**src/inc/adc_cmp_map.svh**
```systemverilog
// Constants of the converter comparator control block: register layout,
// reset values and timing counts.
// Assumes inclusion from the package and design files by bare name.
`ifndef ADC_CMP_MAP_SVH
`define ADC_CMP_MAP_SVH

// Soft register offsets (word addresses on the plain port)
`define CTRL_OFFS        4'h0
`define IRQCTL_OFFS      4'h1
`define CMPVAL_OFFS      4'h2
`define RESULT_OFFS      4'h3
`define STATUS_OFFS      4'h4
`define IRQ_STAT_OFFS    4'h5
`define IRQ_MASK_OFFS    4'h6
`define ACC_OFFS         4'h7

// Converter control field positions
`define CTRL_MODE_BIT    3
`define CTRL_SPARE_BIT   2
`define CTRL_PIN_LSB     0
// Second interrupt control: bit 2 routes the done flag to interrupt
`define IRQCTL_DONE_BIT  2

// Reset values
`define CTRL_RESET       4'h0
`define IRQCTL_RESET     4'h0
`define CMPVAL_RESET     8'h00
`define RESULT_RESET     10'h000

// Timing
`define CMP_CYCLES       4'h8
`define CONV_CYCLES      6'h3E

// Status bits
`define ST_BUSY_BIT      0
`define ST_DONE_BIT      1
`define EV_CMP_BIT       0
`define EV_CONV_BIT      1

`endif

```
**src/inc/adc_cmp_pkg.sv**
```systemverilog
// Types shared by the converter comparator control block.
// Assumes the map header sits in the include path.
package adc_cmp_pkg;
   typedef enum logic [2:0] {
      OP_NONE,
      OP_LOAD_CMP,
      OP_START,
      OP_SKIP_DONE,
      OP_MOVE_LOW,
      OP_IRQ_ACK
   } cpu_op_e;

   typedef enum logic [1:0] {
      ST_IDLE,
      ST_CONVERT,
      ST_COMPARE
   } conv_state_e;

   typedef logic [3:0] nibble_t;
endpackage : adc_cmp_pkg

```
**src/hdl/analog_comparator_mode_control.sv**
```systemverilog
// Control of the converter in conversion and 8-bit comparator modes:
// mode select, compare value, start, done flag, skip and low-result move.
// Assumes the CPU core issues one operation per machine cycle on cpu_op_i
// and a plain register port with read data one cycle after the strobe.
//
// Overview of operation
// - Control bit 3 picks conversion (0) or comparator (1) mode.
// - Load op puts B in compare value high nibble, A in low nibble.
// - Entering comparator mode leaves the conversion result undefined.
// - Compare value is separate and survives return to conversion mode.
// - Compare value accesses work only in comparator mode.
// - DAC reference is supply over 256 times compare value.
// - In comparator mode done flag is 1 when input below reference.
// - Second irq control bit routes done flag to interrupt or skip.
// - Interrupt acknowledge or successful skip clears the done flag.
// - Comparator start ends eight machine cycles later with result.
// - Analog selection leaves port drivers active; port reads undefined.
// - Move low result puts result bits 1:0 in A high, zeros below.
// - Mode switch may set done; skip after write clears it.
// - Reset clears control register and done flag.
//
// Our own choices: strobed register access and the placing of the registers.
`timescale 1ns/1ps
`include "adc_cmp_map.svh"
module analog_comparator_mode_control
   import adc_cmp_pkg::*;
#(
   parameter int CMP_LEN  = 8,
   parameter int CONV_LEN = 62
) (
   input  wire logic        clk_i,
   input  wire logic        rst_i,
   // CPU operation port
   input  wire cpu_op_e     cpu_op_i,
   input  wire logic [3:0]  acc_a_i,
   input  wire logic [3:0]  acc_b_i,
   // Register port
   input  wire logic [3:0]  addr_i,
   input  wire logic [7:0]  wdata_i,
   input  wire logic        wr_i,
   input  wire logic        rd_i,
   output logic [7:0]       rdata_o,
   // Analog side
   input  wire logic [9:0]  analog_input_zero_i,
   input  wire logic [9:0]  analog_input_one_i,
   input  wire logic [9:0]  analog_input_two_i,
   input  wire logic [9:0]  analog_input_three_i,
   // Results to the CPU
   output logic             skip_o,
   output logic [3:0]       acc_a_o,
   output logic             acc_a_load_o,
   output logic             done_irq_req_o,
   output logic [1:0]       analog_select_o,
   output logic             irq_o
);
   ////////////////////////////////////////////////////////////////////////
   logic [3:0]  converter_control_reg_q;
   logic [3:0]  irq_control_reg_two_q;
   logic [7:0]  cmp_value_q;
   logic [9:0]  result_q;
   logic        convert_done_flag_q;
   logic [1:0]  irq_stat_q;
   logic [1:0]  irq_mask_q;
   logic [5:0]  cnt_q;
   logic [9:0]  vin;
   logic        below;
   conv_state_e state_q;

   logic        cmp_mode;
   logic        busy;
   logic        start_ok;
   logic        finish;
   logic        done_set;
   logic        done_clr;
   logic        skip_hit;
   logic        mode_leave;
   logic [1:0]  ev;

   function automatic logic wr_hit(input logic [3:0] a, input logic [3:0] offs);
      wr_hit = wr_i && (a == offs);
   endfunction : wr_hit

   assign cmp_mode   = converter_control_reg_q[`CTRL_MODE_BIT];
   assign busy       = (state_q != ST_IDLE);
   assign start_ok   = (cpu_op_i == OP_START) && !busy;
   assign finish     = busy && (cnt_q == 6'd1);
   assign skip_hit   = (cpu_op_i == OP_SKIP_DONE) && convert_done_flag_q
                       && !irq_control_reg_two_q[`IRQCTL_DONE_BIT];
   // Leaving comparator mode can glitch the flag on the real converter; the
   // same side effect is modelled so software recovery is exercised.
   assign mode_leave = wr_hit(addr_i, `CTRL_OFFS) && cmp_mode
                       && !wdata_i[`CTRL_MODE_BIT] && below;
   assign done_set   = (finish && (state_q == ST_CONVERT))
                       || (finish && (state_q == ST_COMPARE) && below)
                       || mode_leave;
   assign done_clr   = skip_hit
                       || ((cpu_op_i == OP_IRQ_ACK)
                           && irq_control_reg_two_q[`IRQCTL_DONE_BIT]);
   assign ev         = {finish && (state_q == ST_CONVERT),
                        finish && (state_q == ST_COMPARE)};

   ////////////////////////////////////////////////////////////////////////
   analog_mux u_mux (
      .clk_i                (clk_i),
      .rst_i                (rst_i),
      .sel_i                (converter_control_reg_q[1:0]),
      .analog_input_zero_i  (analog_input_zero_i),
      .analog_input_one_i   (analog_input_one_i),
      .analog_input_two_i   (analog_input_two_i),
      .analog_input_three_i (analog_input_three_i),
      .vin_o                (vin)
   );

   cmp_dac_ref u_ref (
      .clk_i      (clk_i),
      .rst_i      (rst_i),
      .cmp_mode_i (cmp_mode),
      .code_i     ({2'b00, cmp_value_q}),
      .vin_i      (vin),
      .below_o    (below)
   );

   ////////////////////////////////////////////////////////////////////////
   // Control registers
   always_ff @(posedge clk_i or posedge rst_i) begin
      if (rst_i) begin
         converter_control_reg_q <= `CTRL_RESET;
         irq_control_reg_two_q   <= `IRQCTL_RESET;
      end else begin
         // Mode changes while busy are software's fault; no interlock here
         if (wr_hit(addr_i, `CTRL_OFFS)) begin
            converter_control_reg_q <= wdata_i[3:0];
         end
         if (wr_hit(addr_i, `IRQCTL_OFFS)) begin
            irq_control_reg_two_q <= wdata_i[3:0];
         end
      end
   end

   // Compare value: kept across mode changes, guarded by mode
   always_ff @(posedge clk_i or posedge rst_i) begin
      if (rst_i) begin
         cmp_value_q <= `CMPVAL_RESET;
      end else if (cmp_mode) begin
         if (cpu_op_i == OP_LOAD_CMP) begin
            cmp_value_q <= {acc_b_i, acc_a_i};
         end else if (wr_hit(addr_i, `CMPVAL_OFFS)) begin
            cmp_value_q <= wdata_i;
         end
      end
   end

   ////////////////////////////////////////////////////////////////////////
   // Sequencer
   always_ff @(posedge clk_i or posedge rst_i) begin
      if (rst_i) begin
         state_q <= ST_IDLE;
         cnt_q   <= 6'd0;
      end else begin
         unique case (state_q)
            ST_IDLE: begin
               if (start_ok) begin
                  state_q <= cmp_mode ? ST_COMPARE : ST_CONVERT;
                  cnt_q   <= cmp_mode ? 6'(CMP_LEN) : 6'(CONV_LEN);
               end
            end
            ST_CONVERT, ST_COMPARE: begin
               cnt_q <= cnt_q - 6'd1;
               if (finish) begin
                  state_q <= ST_IDLE;
               end
            end
         endcase
      end
   end

   // Conversion result: simple capture of the selected input at the end.
   // On entering comparator mode the result is simply not maintained.
   always_ff @(posedge clk_i or posedge rst_i) begin
      if (rst_i) begin
         result_q <= `RESULT_RESET;
      end else if (finish && (state_q == ST_CONVERT)) begin
         result_q <= vin;
      end
   end

   // Done flag: set wins over clear
   always_ff @(posedge clk_i or posedge rst_i) begin
      if (rst_i) begin
         convert_done_flag_q <= 1'b0;
      end else if (done_set) begin
         convert_done_flag_q <= 1'b1;
      end else if (done_clr) begin
         convert_done_flag_q <= 1'b0;
      end
   end

   ////////////////////////////////////////////////////////////////////////
   // CPU answers
   always_ff @(posedge clk_i or posedge rst_i) begin
      if (rst_i) begin
         skip_o         <= 1'b0;
         acc_a_o        <= 4'h0;
         acc_a_load_o   <= 1'b0;
         done_irq_req_o <= 1'b0;
      end else begin
         skip_o         <= skip_hit;
         acc_a_load_o   <= (cpu_op_i == OP_MOVE_LOW);
         acc_a_o        <= {result_q[1:0], 2'b00};
         done_irq_req_o <= convert_done_flag_q && !done_clr
                           && irq_control_reg_two_q[`IRQCTL_DONE_BIT];
      end
   end

   // Port drivers stay on; only the selector goes to the pin logic
   always_ff @(posedge clk_i or posedge rst_i) begin
      if (rst_i) begin
         analog_select_o <= 2'b00;
      end else begin
         analog_select_o <= converter_control_reg_q[1:0];
      end
   end

   ////////////////////////////////////////////////////////////////////////
   // Event status, write one to clear, set wins
   always_ff @(posedge clk_i or posedge rst_i) begin
      if (rst_i) begin
         irq_stat_q <= 2'b00;
         irq_mask_q <= 2'b00;
         irq_o      <= 1'b0;
      end else begin
         if (wr_hit(addr_i, `IRQ_STAT_OFFS)) begin
            irq_stat_q <= (irq_stat_q & ~wdata_i[1:0]) | ev;
         end else begin
            irq_stat_q <= irq_stat_q | ev;
         end
         if (wr_hit(addr_i, `IRQ_MASK_OFFS)) begin
            irq_mask_q <= wdata_i[1:0];
         end
         irq_o <= |(irq_stat_q & irq_mask_q);
      end
   end

   // Read port
   always_ff @(posedge clk_i or posedge rst_i) begin
      if (rst_i) begin
         rdata_o <= 8'h00;
      end else if (rd_i) begin
         unique case (addr_i)
            `CTRL_OFFS:     rdata_o <= {4'h0, converter_control_reg_q};
            `IRQCTL_OFFS:   rdata_o <= {4'h0, irq_control_reg_two_q};
            `CMPVAL_OFFS:   rdata_o <= cmp_mode ? cmp_value_q : 8'h00;
            `RESULT_OFFS:   rdata_o <= result_q[9:2];
            `STATUS_OFFS:   rdata_o <= {6'h00, convert_done_flag_q, busy};
            `IRQ_STAT_OFFS: rdata_o <= {6'h00, irq_stat_q};
            `IRQ_MASK_OFFS: rdata_o <= {6'h00, irq_mask_q};
            default:        rdata_o <= 8'h00;
         endcase
      end else begin
         rdata_o <= 8'h00;
      end
   end
endmodule : analog_comparator_mode_control

```
**src/hdl/analog_mux.sv**
```systemverilog
// Input selector for the four shared analog pins.
// Assumes pin codes are stable during a measurement.
`timescale 1ns/1ps
module analog_mux (
   input  wire logic        clk_i,
   input  wire logic        rst_i,
   input  wire logic [1:0]  sel_i,
   input  wire logic [9:0]  analog_input_zero_i,
   input  wire logic [9:0]  analog_input_one_i,
   input  wire logic [9:0]  analog_input_two_i,
   input  wire logic [9:0]  analog_input_three_i,
   output logic [9:0]       vin_o
);
   always_ff @(posedge clk_i or posedge rst_i) begin
      if (rst_i) begin
         vin_o <= 10'h000;
      end else begin
         unique case (sel_i)
            2'd0: vin_o <= analog_input_zero_i;
            2'd1: vin_o <= analog_input_one_i;
            2'd2: vin_o <= analog_input_two_i;
            2'd3: vin_o <= analog_input_three_i;
         endcase
      end
   end
endmodule : analog_mux

```
**src/hdl/cmp_dac_ref.sv**
```systemverilog
// Reference generator for the internal DAC: turns a code into the compare
// threshold against the sampled analog input.
// Assumes analog inputs arrive as 10-bit codes scaled to the supply.
`timescale 1ns/1ps
module cmp_dac_ref
   import adc_cmp_pkg::*;
(
   input  wire logic        clk_i,
   input  wire logic        rst_i,
   input  wire logic        cmp_mode_i,
   input  wire logic [9:0]  code_i,
   input  wire logic [9:0]  vin_i,
   output logic             below_o
);
   logic [9:0] vref;

   // Comparator mode: supply/256 * n, n scaled up to the 10-bit input range
   always_comb begin
      if (cmp_mode_i) begin
         vref = {code_i[7:0], 2'b00};
      end else begin
         vref = code_i;
      end
   end

   always_ff @(posedge clk_i or posedge rst_i) begin
      if (rst_i) begin
         below_o <= 1'b0;
      end else begin
         below_o <= (vin_i < vref);
      end
   end
endmodule : cmp_dac_ref

```
**config.mk**
```make
export PLATFORM = sky130hd
export DESIGN_NAME = analog_comparator_mode_control
export DESIGN_NICKNAME = d
export VERILOG_FILES = /design/src/inc/adc_cmp_pkg.sv /design/src/hdl/analog_comparator_mode_control.sv /design/src/hdl/analog_mux.sv /design/src/hdl/cmp_dac_ref.sv
export VERILOG_INCLUDE_DIRS = /design/src /design/src/inc
export SDC_FILE = /design/constraint.sdc
export NUM_CORES = 1
export LEC_CHECK = 0
export ABC_AREA = 1
export BUFFER_PORTS_ARGS = -buffer_cell sky130_fd_sc_hd__buf_2
export CAP_MARGIN = 20
export CORE_MARGIN = 3
export CORE_UTILIZATION = 50
export DETAILED_ROUTE_END_ITERATION = 16
export PLACE_DENSITY = 0.76
export SLEW_MARGIN = 20
export SYNTH_ARGS = -nofsm -noshare
export SYNTH_HDL_FRONTEND = slang
export SYNTH_SLANG_ARGS = --single-unit
```
**constraint.sdc**
```tcl
create_clock -name clk_i -period 2.05 [get_ports clk_i]
set_input_delay 0.205 -clock clk_i [delete_from_list [all_inputs] [get_ports clk_i]]
set_output_delay 0.205 -clock clk_i [all_outputs]
set_load 0.02 [all_outputs]
```
==> impl_metrics.csv, run 1 <==
group,metric,value,unit
yosys,netlist_top_cells_area,"dfrtp_1 48%, nand2_1 17%, ha_1 5.1%, nand3_1 5.1%, inv_1 4.1%",
routing,num_vias,3140,
cells_and_area,final_cells,611,
yosys,synthCells,439,
sta,tightest_slew,0.656,ns
sta,fmax,0.563,GHz
outcome,status,"completed",
routing,detail_route.iter0.violations,261,
sta,fin_ws,0.274,ns
worst_setup_path,worstPathArrival,2.07,ns
worst_setup_path,cp-start-kind,"flop",
pwr,p_per_area,1060,mW/mm2
place,port_buffers,82,
grt,antenna_found_initial,0,
run,drv_cap,0,
clock_tree,cts-root-buf,"clkbuf_8",
place,hpwl,6150,um
grt,gr-usage-all-layers,22.6,%
clock_tree,path_clk_slew,0.08,ns
pwr,power,4410,uW
yosys,synth_cell_types,32,
clock_tree,cts_tree,"yes",
place,place.gp.congestion,0.944,
pwr,p_leak,0.00228,uW
die,die_y,88.7,um
cells_and_area,nNetsFinal,610,
sta,fin_setup_tns,0,ns
worst_setup_path,cp_cell_sequence,"inv_1, ha_1, nor2_1, and2_1, nand3_1, inv_2, nand2_1, nand2_1",
cells_and_area,area_growth,21.8,%
yosys,synth.avg_cell_area,7.80,um2
sta,period_needed,1.78,ns
pwr,ir_drop,0.484,mV
sta,finClkSkew,0.00955,ns
die,ios,85,
yosys,netlist_area,0.00342,mm2
cells_and_area,area.sequential,0.00165,mm2
worst_setup_path,required,2.34,ns
sta,slew_headroom,56.1,%
sta,final-max-slew-violation-count,0,
cells_and_area,drive_gt1_share,22.8,%
routing,route.detailed.drc,0,
routing,drt_pass1_iterations,5,
place,place_inst,594,
clock_tree,cts_buffers,9,
grt,first_global_vias,2872,
sta,finalHoldViolations,0,
min_path,hold_path.class,"primary input to flop",
routing,drt-wirelength-per-cell,13.4,um
routing,postRouteAntennaNets,0,
sta,finalCritPeriodShare,86.7,%
clock_tree,cts.sinks,66,
worst_setup_path,crit_path_max_incr_delay,0.35,ns
worst_setup_path,worst_path_max_delay_cell,"dfrtp_1",
worst_setup_path,path_max_fanout,13,
clock_tree,clk_latency,0.35,ns
clock_tree,h-tree-depth,3,
die,fp.dieW,88.7,um
die,initial_core_util,52.7,%
die,core_area,0.00649,mm2
yosys,yosysWarningCount,0,
die,dieArea,0.00788,mm2
clock_tree,clockBufferDepth,2,
routing,wirelength,8190,um
cells_and_area,diodes,0,
cells_and_area,multiInputGateArea,0.00156,mm2
sta,rsz0062_at_grt,"no",
worst_setup_path,cpMostUsedCell,"nand2_1",
grt,grt_max_degree,67,
grt,grt_pass1_wl,13600,um
routing,viasPerCell,5.14,
yosys,ys_seq_elements,66,
worst_setup_path,end_kind,"flop",
die,core.rowCount,29,
cells_and_area,fillers,554,
place,pre_cts_ws,0.297,ns
worst_setup_path,setup.worst_path.class,"flop to flop",
yosys,ys_seq_area_share,48.2,%
sta,finalSetupViolations,0,
grt,gr-total-overflow,0,
yosys,synth_top_area_cell,"dfrtp_1",
yosys,synth_top_area_share,48.2,%
-- cells by family (layout without fill, tap and decap cells) --
logic type / count (synthesis) / in the layout / synth area share (%)
AND/OR/NAND/NOR: 247 / 247 / 30.7
flip-flops: 66 / 66 / 48.2
buffers and inverters: 56 / 150 / 6.43
AO/OA/AOI/OAI: 52 / 52 / 8.63
adder cells (fa/ha/maj): 14 / 14 / 5.12
XOR/XNOR: 3 / 3 / 0.768
other: 1 / 2 / 0.110
-- cell type report --
| cell class | count | area share, % |
|---|---|---|
| timing repair buffer | 87 | 11.1 |
| inverter | 47 | 4.23 |
| tap | 77 | 2.31 |
| sequential | 66 | 39.6 |
| clock buffer | 10 | 3.30 |
| clock inverter | 6 | 2.13 |
| multi-input combinational | 318 | 37.3 |
-- what timing repair did --
action,CTS,global route
setup endpoints to repair,0,0
hold buffers,1,0
buffers inserted,0,0
resized for setup,0,0
endpoints found under the hold margin,66,0
-- worst max-delay path, delay by kind of cell (launching register included) --
family / cells / cell delay [ns]
adder cells (fa/ha/maj): 1 / 0.24
buffers and inverters: 2 / 0.37
flip-flops: 1 / 0.35
AND/OR/NAND/NOR: 5 / 0.74
-- registers in the layout, indices dropped and copies added (netlist names), 4 cells and up --
signal,count
irq_control_reg_two_q,4
u_mux.vin_o,10
cmp_value_q,8
result_q,10
cnt_q,6
converter_control_reg_q,4
rdata_o,8
-- layout by cell type, fill, tap and decap left out, drive strengths merged --
cell           n
and2           1
conb           2
inv           47
nor2          31
xor2           1
nor3           6
bufinv         2
o21ai         25
o211ai         2
a21boi         2
clkbuf        10
xnor2          2
nand4         11
a22o           1
dfrtp         66
dlygate4sd3    1
ha            14
buf           86
clkinv         2
nand3         36
o21a           4
clkinvlp       2
a21oi         18
nand3b         1
nand2        161
-- stage by stage --
step                util, %  cell area (um2)  hold slack (ns)
floorplan                 -             3430            0.276
global placement       60.5             3930            0.300
detailed placement     60.5             3930            0.304
CTS                    64.2             4170           0.0170
global route           64.2             4170           0.0332
finish                 64.2             4170           0.0324
-- worst paths after layout --
kind	start	to	slack, ns	cells past startpoint
max	state_q[0]	result_q[6]	0.27	8
min	cpu_op_i[1]	acc_a_load_o	0.03	2
max reg2reg	state_q[0]	result_q[6]	0.27	8
min reg2reg	result_q[1]	acc_a_o[3]	0.39	0
max in group asynchronous	rst_i	u_mux.vin_o[5]	1.31	4
min in group asynchronous	rst_i	irq_mask_q[0]	0.47	4
-- cell usage after synthesis, drive strengths merged --
cell    instances
a22o            1
and2            1
xnor2           2
a21boi          2
nand4          11
nand3          36
inv            46
nand2         161
dfrtp          66
ha             14
nand3b          1
a21oi          18
clkbuf          3
o211ai          2
nor2           31
nor3            6
conb            1
o21ai          25
o21a            4
xor2            1
buf             6
clkinv          1
-- layer usage --
metal  up-vias  global-route usage (%)  part of all wire (%)
met5         -                       0                     0
met3        15                    5.49                   7.4
met2       145                    34.5                    46
met1      1399                    31.2                    44
met4         0                    8.52                   1.9
li1       1581                       -                     -
-- where the power goes --
group / switching (uW) / internal, uW / leakage (uW)
Clock: 537 / 720 / 0.000109
Sequential: 237 / 1610 / 0.000837
Combinational: 800 / 509 / 0.00133
No activity file was read; power rests on OpenSTA's default activity.
==> inputs of run 2 (changes only) <==
--- a/config.mk
+++ b/config.mk
@@ -12,6 +12,7 @@
 export CORE_MARGIN = 3
 export CORE_UTILIZATION = 50
 export DETAILED_ROUTE_END_ITERATION = 16
+export GPL_ROUTABILITY_DRIVEN = 0
 export PLACE_DENSITY = 0.76
 export SLEW_MARGIN = 20
 export SYNTH_ARGS = -nofsm -noshare
==> constraint.sdc (replaced) <==
create_clock -name clk_i -period 2.05 [get_ports clk_i]
set_input_delay 0.1025 -clock clk_i [delete_from_list [all_inputs] [get_ports clk_i]]
set_output_delay 0.1025 -clock clk_i [all_outputs]
set_load 0.02 [all_outputs]
==> impl_metrics.csv, run 2 (same netlist as run 1, synthesis figures left out) <==
group,metric,value,unit
worst_setup_path,regToRegEndpoint,"u_mux.vin_o[9]",
worst_setup_path,path_max_fanout,10,
run,drv_cap,0,
sta,final-max-slew-violation-count,0,
cells_and_area,drive_gt1_share,22.0,%
routing,postRouteAntennaNets,0,
grt,antenna_found_initial,0,
pwr,power,4520,uW
die,fp.dieW,88.7,um
cells_and_area,top_regs,"result_q (10), u_mux.vin_o (10)",
routing,wirelength,8610,um
clock_tree,clockBufferDepth,2,
cells_and_area,utilization,68.1,%
clock_tree,cts_tree,"yes",
worst_setup_path,worst_path_max_delay_cell,"dlygate4sd3_1",
worst_setup_path,required,2.33,ns
worst_setup_path,setup.worst_path.class,"flop to flop",
min_path,min_to,"irq_control_reg_two_q[2]",
cells_and_area,final_cell_mix,"159 x nand2_1, 82 x buf_2, 66 x dfrtp_1",
clock_tree,h-tree-depth,3,
clock_tree,cts-root-buf,"clkbuf_8",
min_path,min_from,"wdata_i[2]",
die,die_y,88.7,um
cells_and_area,multiInputGateArea,0.00156,mm2
clock_tree,path_clk_slew,0.08,ns
place,port_buffers,82,
sta,finalCritPeriodShare,91.5,%
min_path,hold_depth,3,
routing,num_vias,3277,
routing,route.detailed.drc,0,
die,core_area,0.00649,mm2
cells_and_area,fillers,526,
clock_tree,cts.sinks,66,
cells_and_area,final_common_cell,"nand2_1",
grt,gr-total-overflow,0,
clock_tree,clk_latency,0.35,ns
sta,fin_setup_tns,0,ns
outcome,status,"completed",
routing,viasPerCell,5.15,
worst_setup_path,r2r_cells,4,
worst_setup_path,cp_cell_sequence,"nor2_1, nand2_1, nand4_1, dlygate4sd3_1",
cells_and_area,diodes,0,
clock_tree,cts_buffers,9,
routing,detail_route.iter0.violations,271,
pwr,p_leak,0.00239,uW
place,hpwl,6150,um
worst_setup_path,r2r_slack,0.17,ns
die,ios,85,
cells_and_area,area.sequential,0.00165,mm2
die,core.rowCount,29,
grt,first_global_vias,3092,
routing,drt-wirelength-per-cell,13.5,um
worst_setup_path,crit_path_max_incr_delay,0.55,ns
sta,finalHoldViolations,0,
grt,grt_pass1_wl,14400,um
cells_and_area,area_growth,29.2,%
worst_setup_path,end_kind,"flop",
pwr,ir_drop,0.518,mV
min_path,hold_path.class,"primary input to flop",
worst_setup_path,regToRegStartpoint,"converter_control_reg_q[1]",
grt,grt_max_degree,67,
sta,finalSetupViolations,0,
sta,period_needed,1.88,ns
sta,tightest_slew,0.620,ns
sta,fmax,0.533,GHz
grt,gr-usage-all-layers,23.8,%
sta,finClkSkew,0.00762,ns
sta,rsz0062_at_grt,"no",
die,dieArea,0.00788,mm2
die,initial_core_util,52.7,%
pwr,p_per_area,1020,mW/mm2
cells_and_area,nNetsFinal,635,
sta,slew_headroom,58.5,%
worst_setup_path,worstPathArrival,2.16,ns
worst_setup_path,cp-start-kind,"flop",
routing,drt_pass1_iterations,7,
[run 2: cell count changes in the layout (fill, tap and decap cells not counted)]
| cell | before | now |
|---|---|---|
| dlygate4sd3_1 | 1 | 26 |
| nor2_1 | 26 | 25 |
| nor2_2 | 3 | 4 |
[run 2: stage by stage]
step                      std cells  setup WS, ns  cell area [um2]  hold slack, ns
after global routing            636       0.00524             4420          0.0401
after global placement          594         0.393             3930           0.198
final                           636         0.174             4420          0.0398
after detailed placement        594         0.297             3930           0.201
after CTS                       636         0.105             4420         0.00643
after floorplan                 440         0.241             3430           0.173
[run 2: per-layer routing]
layer / share of wire (%) / vias to the layer above / GRT usage (%)
li1: - / 1631 / -
met1: 43 / 1483 / 31.3
met2: 48 / 149 / 38.1
met3: 6.7 / 14 / 5.77
met4: 1.6 / 0 / 8.93
met5: 0 / - / 0
[run 2: power by group]
group | total (uW) | internal [uW] | leakage, uW | switching, uW
Clock | 1260 | 720 | 0.000109 | 542
Combinational | 1410 | 592 | 0.00144 | 815
Sequential | 1850 | 1610 | 0.000837 | 238
Total | 4520 | 2920 | 0.00239 | 1590
[run 2: worst max-delay path: cells and delay by family (launching register included)]
kind,cells,cell delay [ns]
and+or+nand+nor,3,0.76
DFF,1,0.50
buffers and inverters,1,0.55
[run 2: cell type report]
cell class	instances	share of cell area [%]
clock buffers	10	3.11
clock inverters	6	2.01
inverters	47	3.99
multi-input cells	318	35.2
flip-flops and latches	66	37.4
well taps	77	2.18
repair buffers	112	16.1
[run 2: worst max path at each step]
| stage | start | endpoint | slack, ns | cells after the start |
|---|---|---|---|---|
| 3_5_place_dp | state_q[0] | result_q[6] | 0.30 | 8 |
| 4_1_cts | converter_control_reg_q[0] | u_mux.vin_o[7] | 0.10 | 5 |
| 3_3_place_gp | state_q[0] | convert_done_flag_q | 0.39 | 8 |
| 2_1_floorplan | converter_control_reg_q[3] | u_ref.below_o | 0.24 | 9 |
| 5_1_grt | converter_control_reg_q[1] | u_mux.vin_o[6] | 0.005 | 4 |
| 6_report | converter_control_reg_q[1] | u_mux.vin_o[9] | 0.17 | 4 |
[run 2: timing repair]
action,in CTS,in global routing
hold endpoints to repair,80,0
setup buffers,0,0
resized for setup,0,1
endpoints found under the setup margin,0,1
hold buffers,26,0
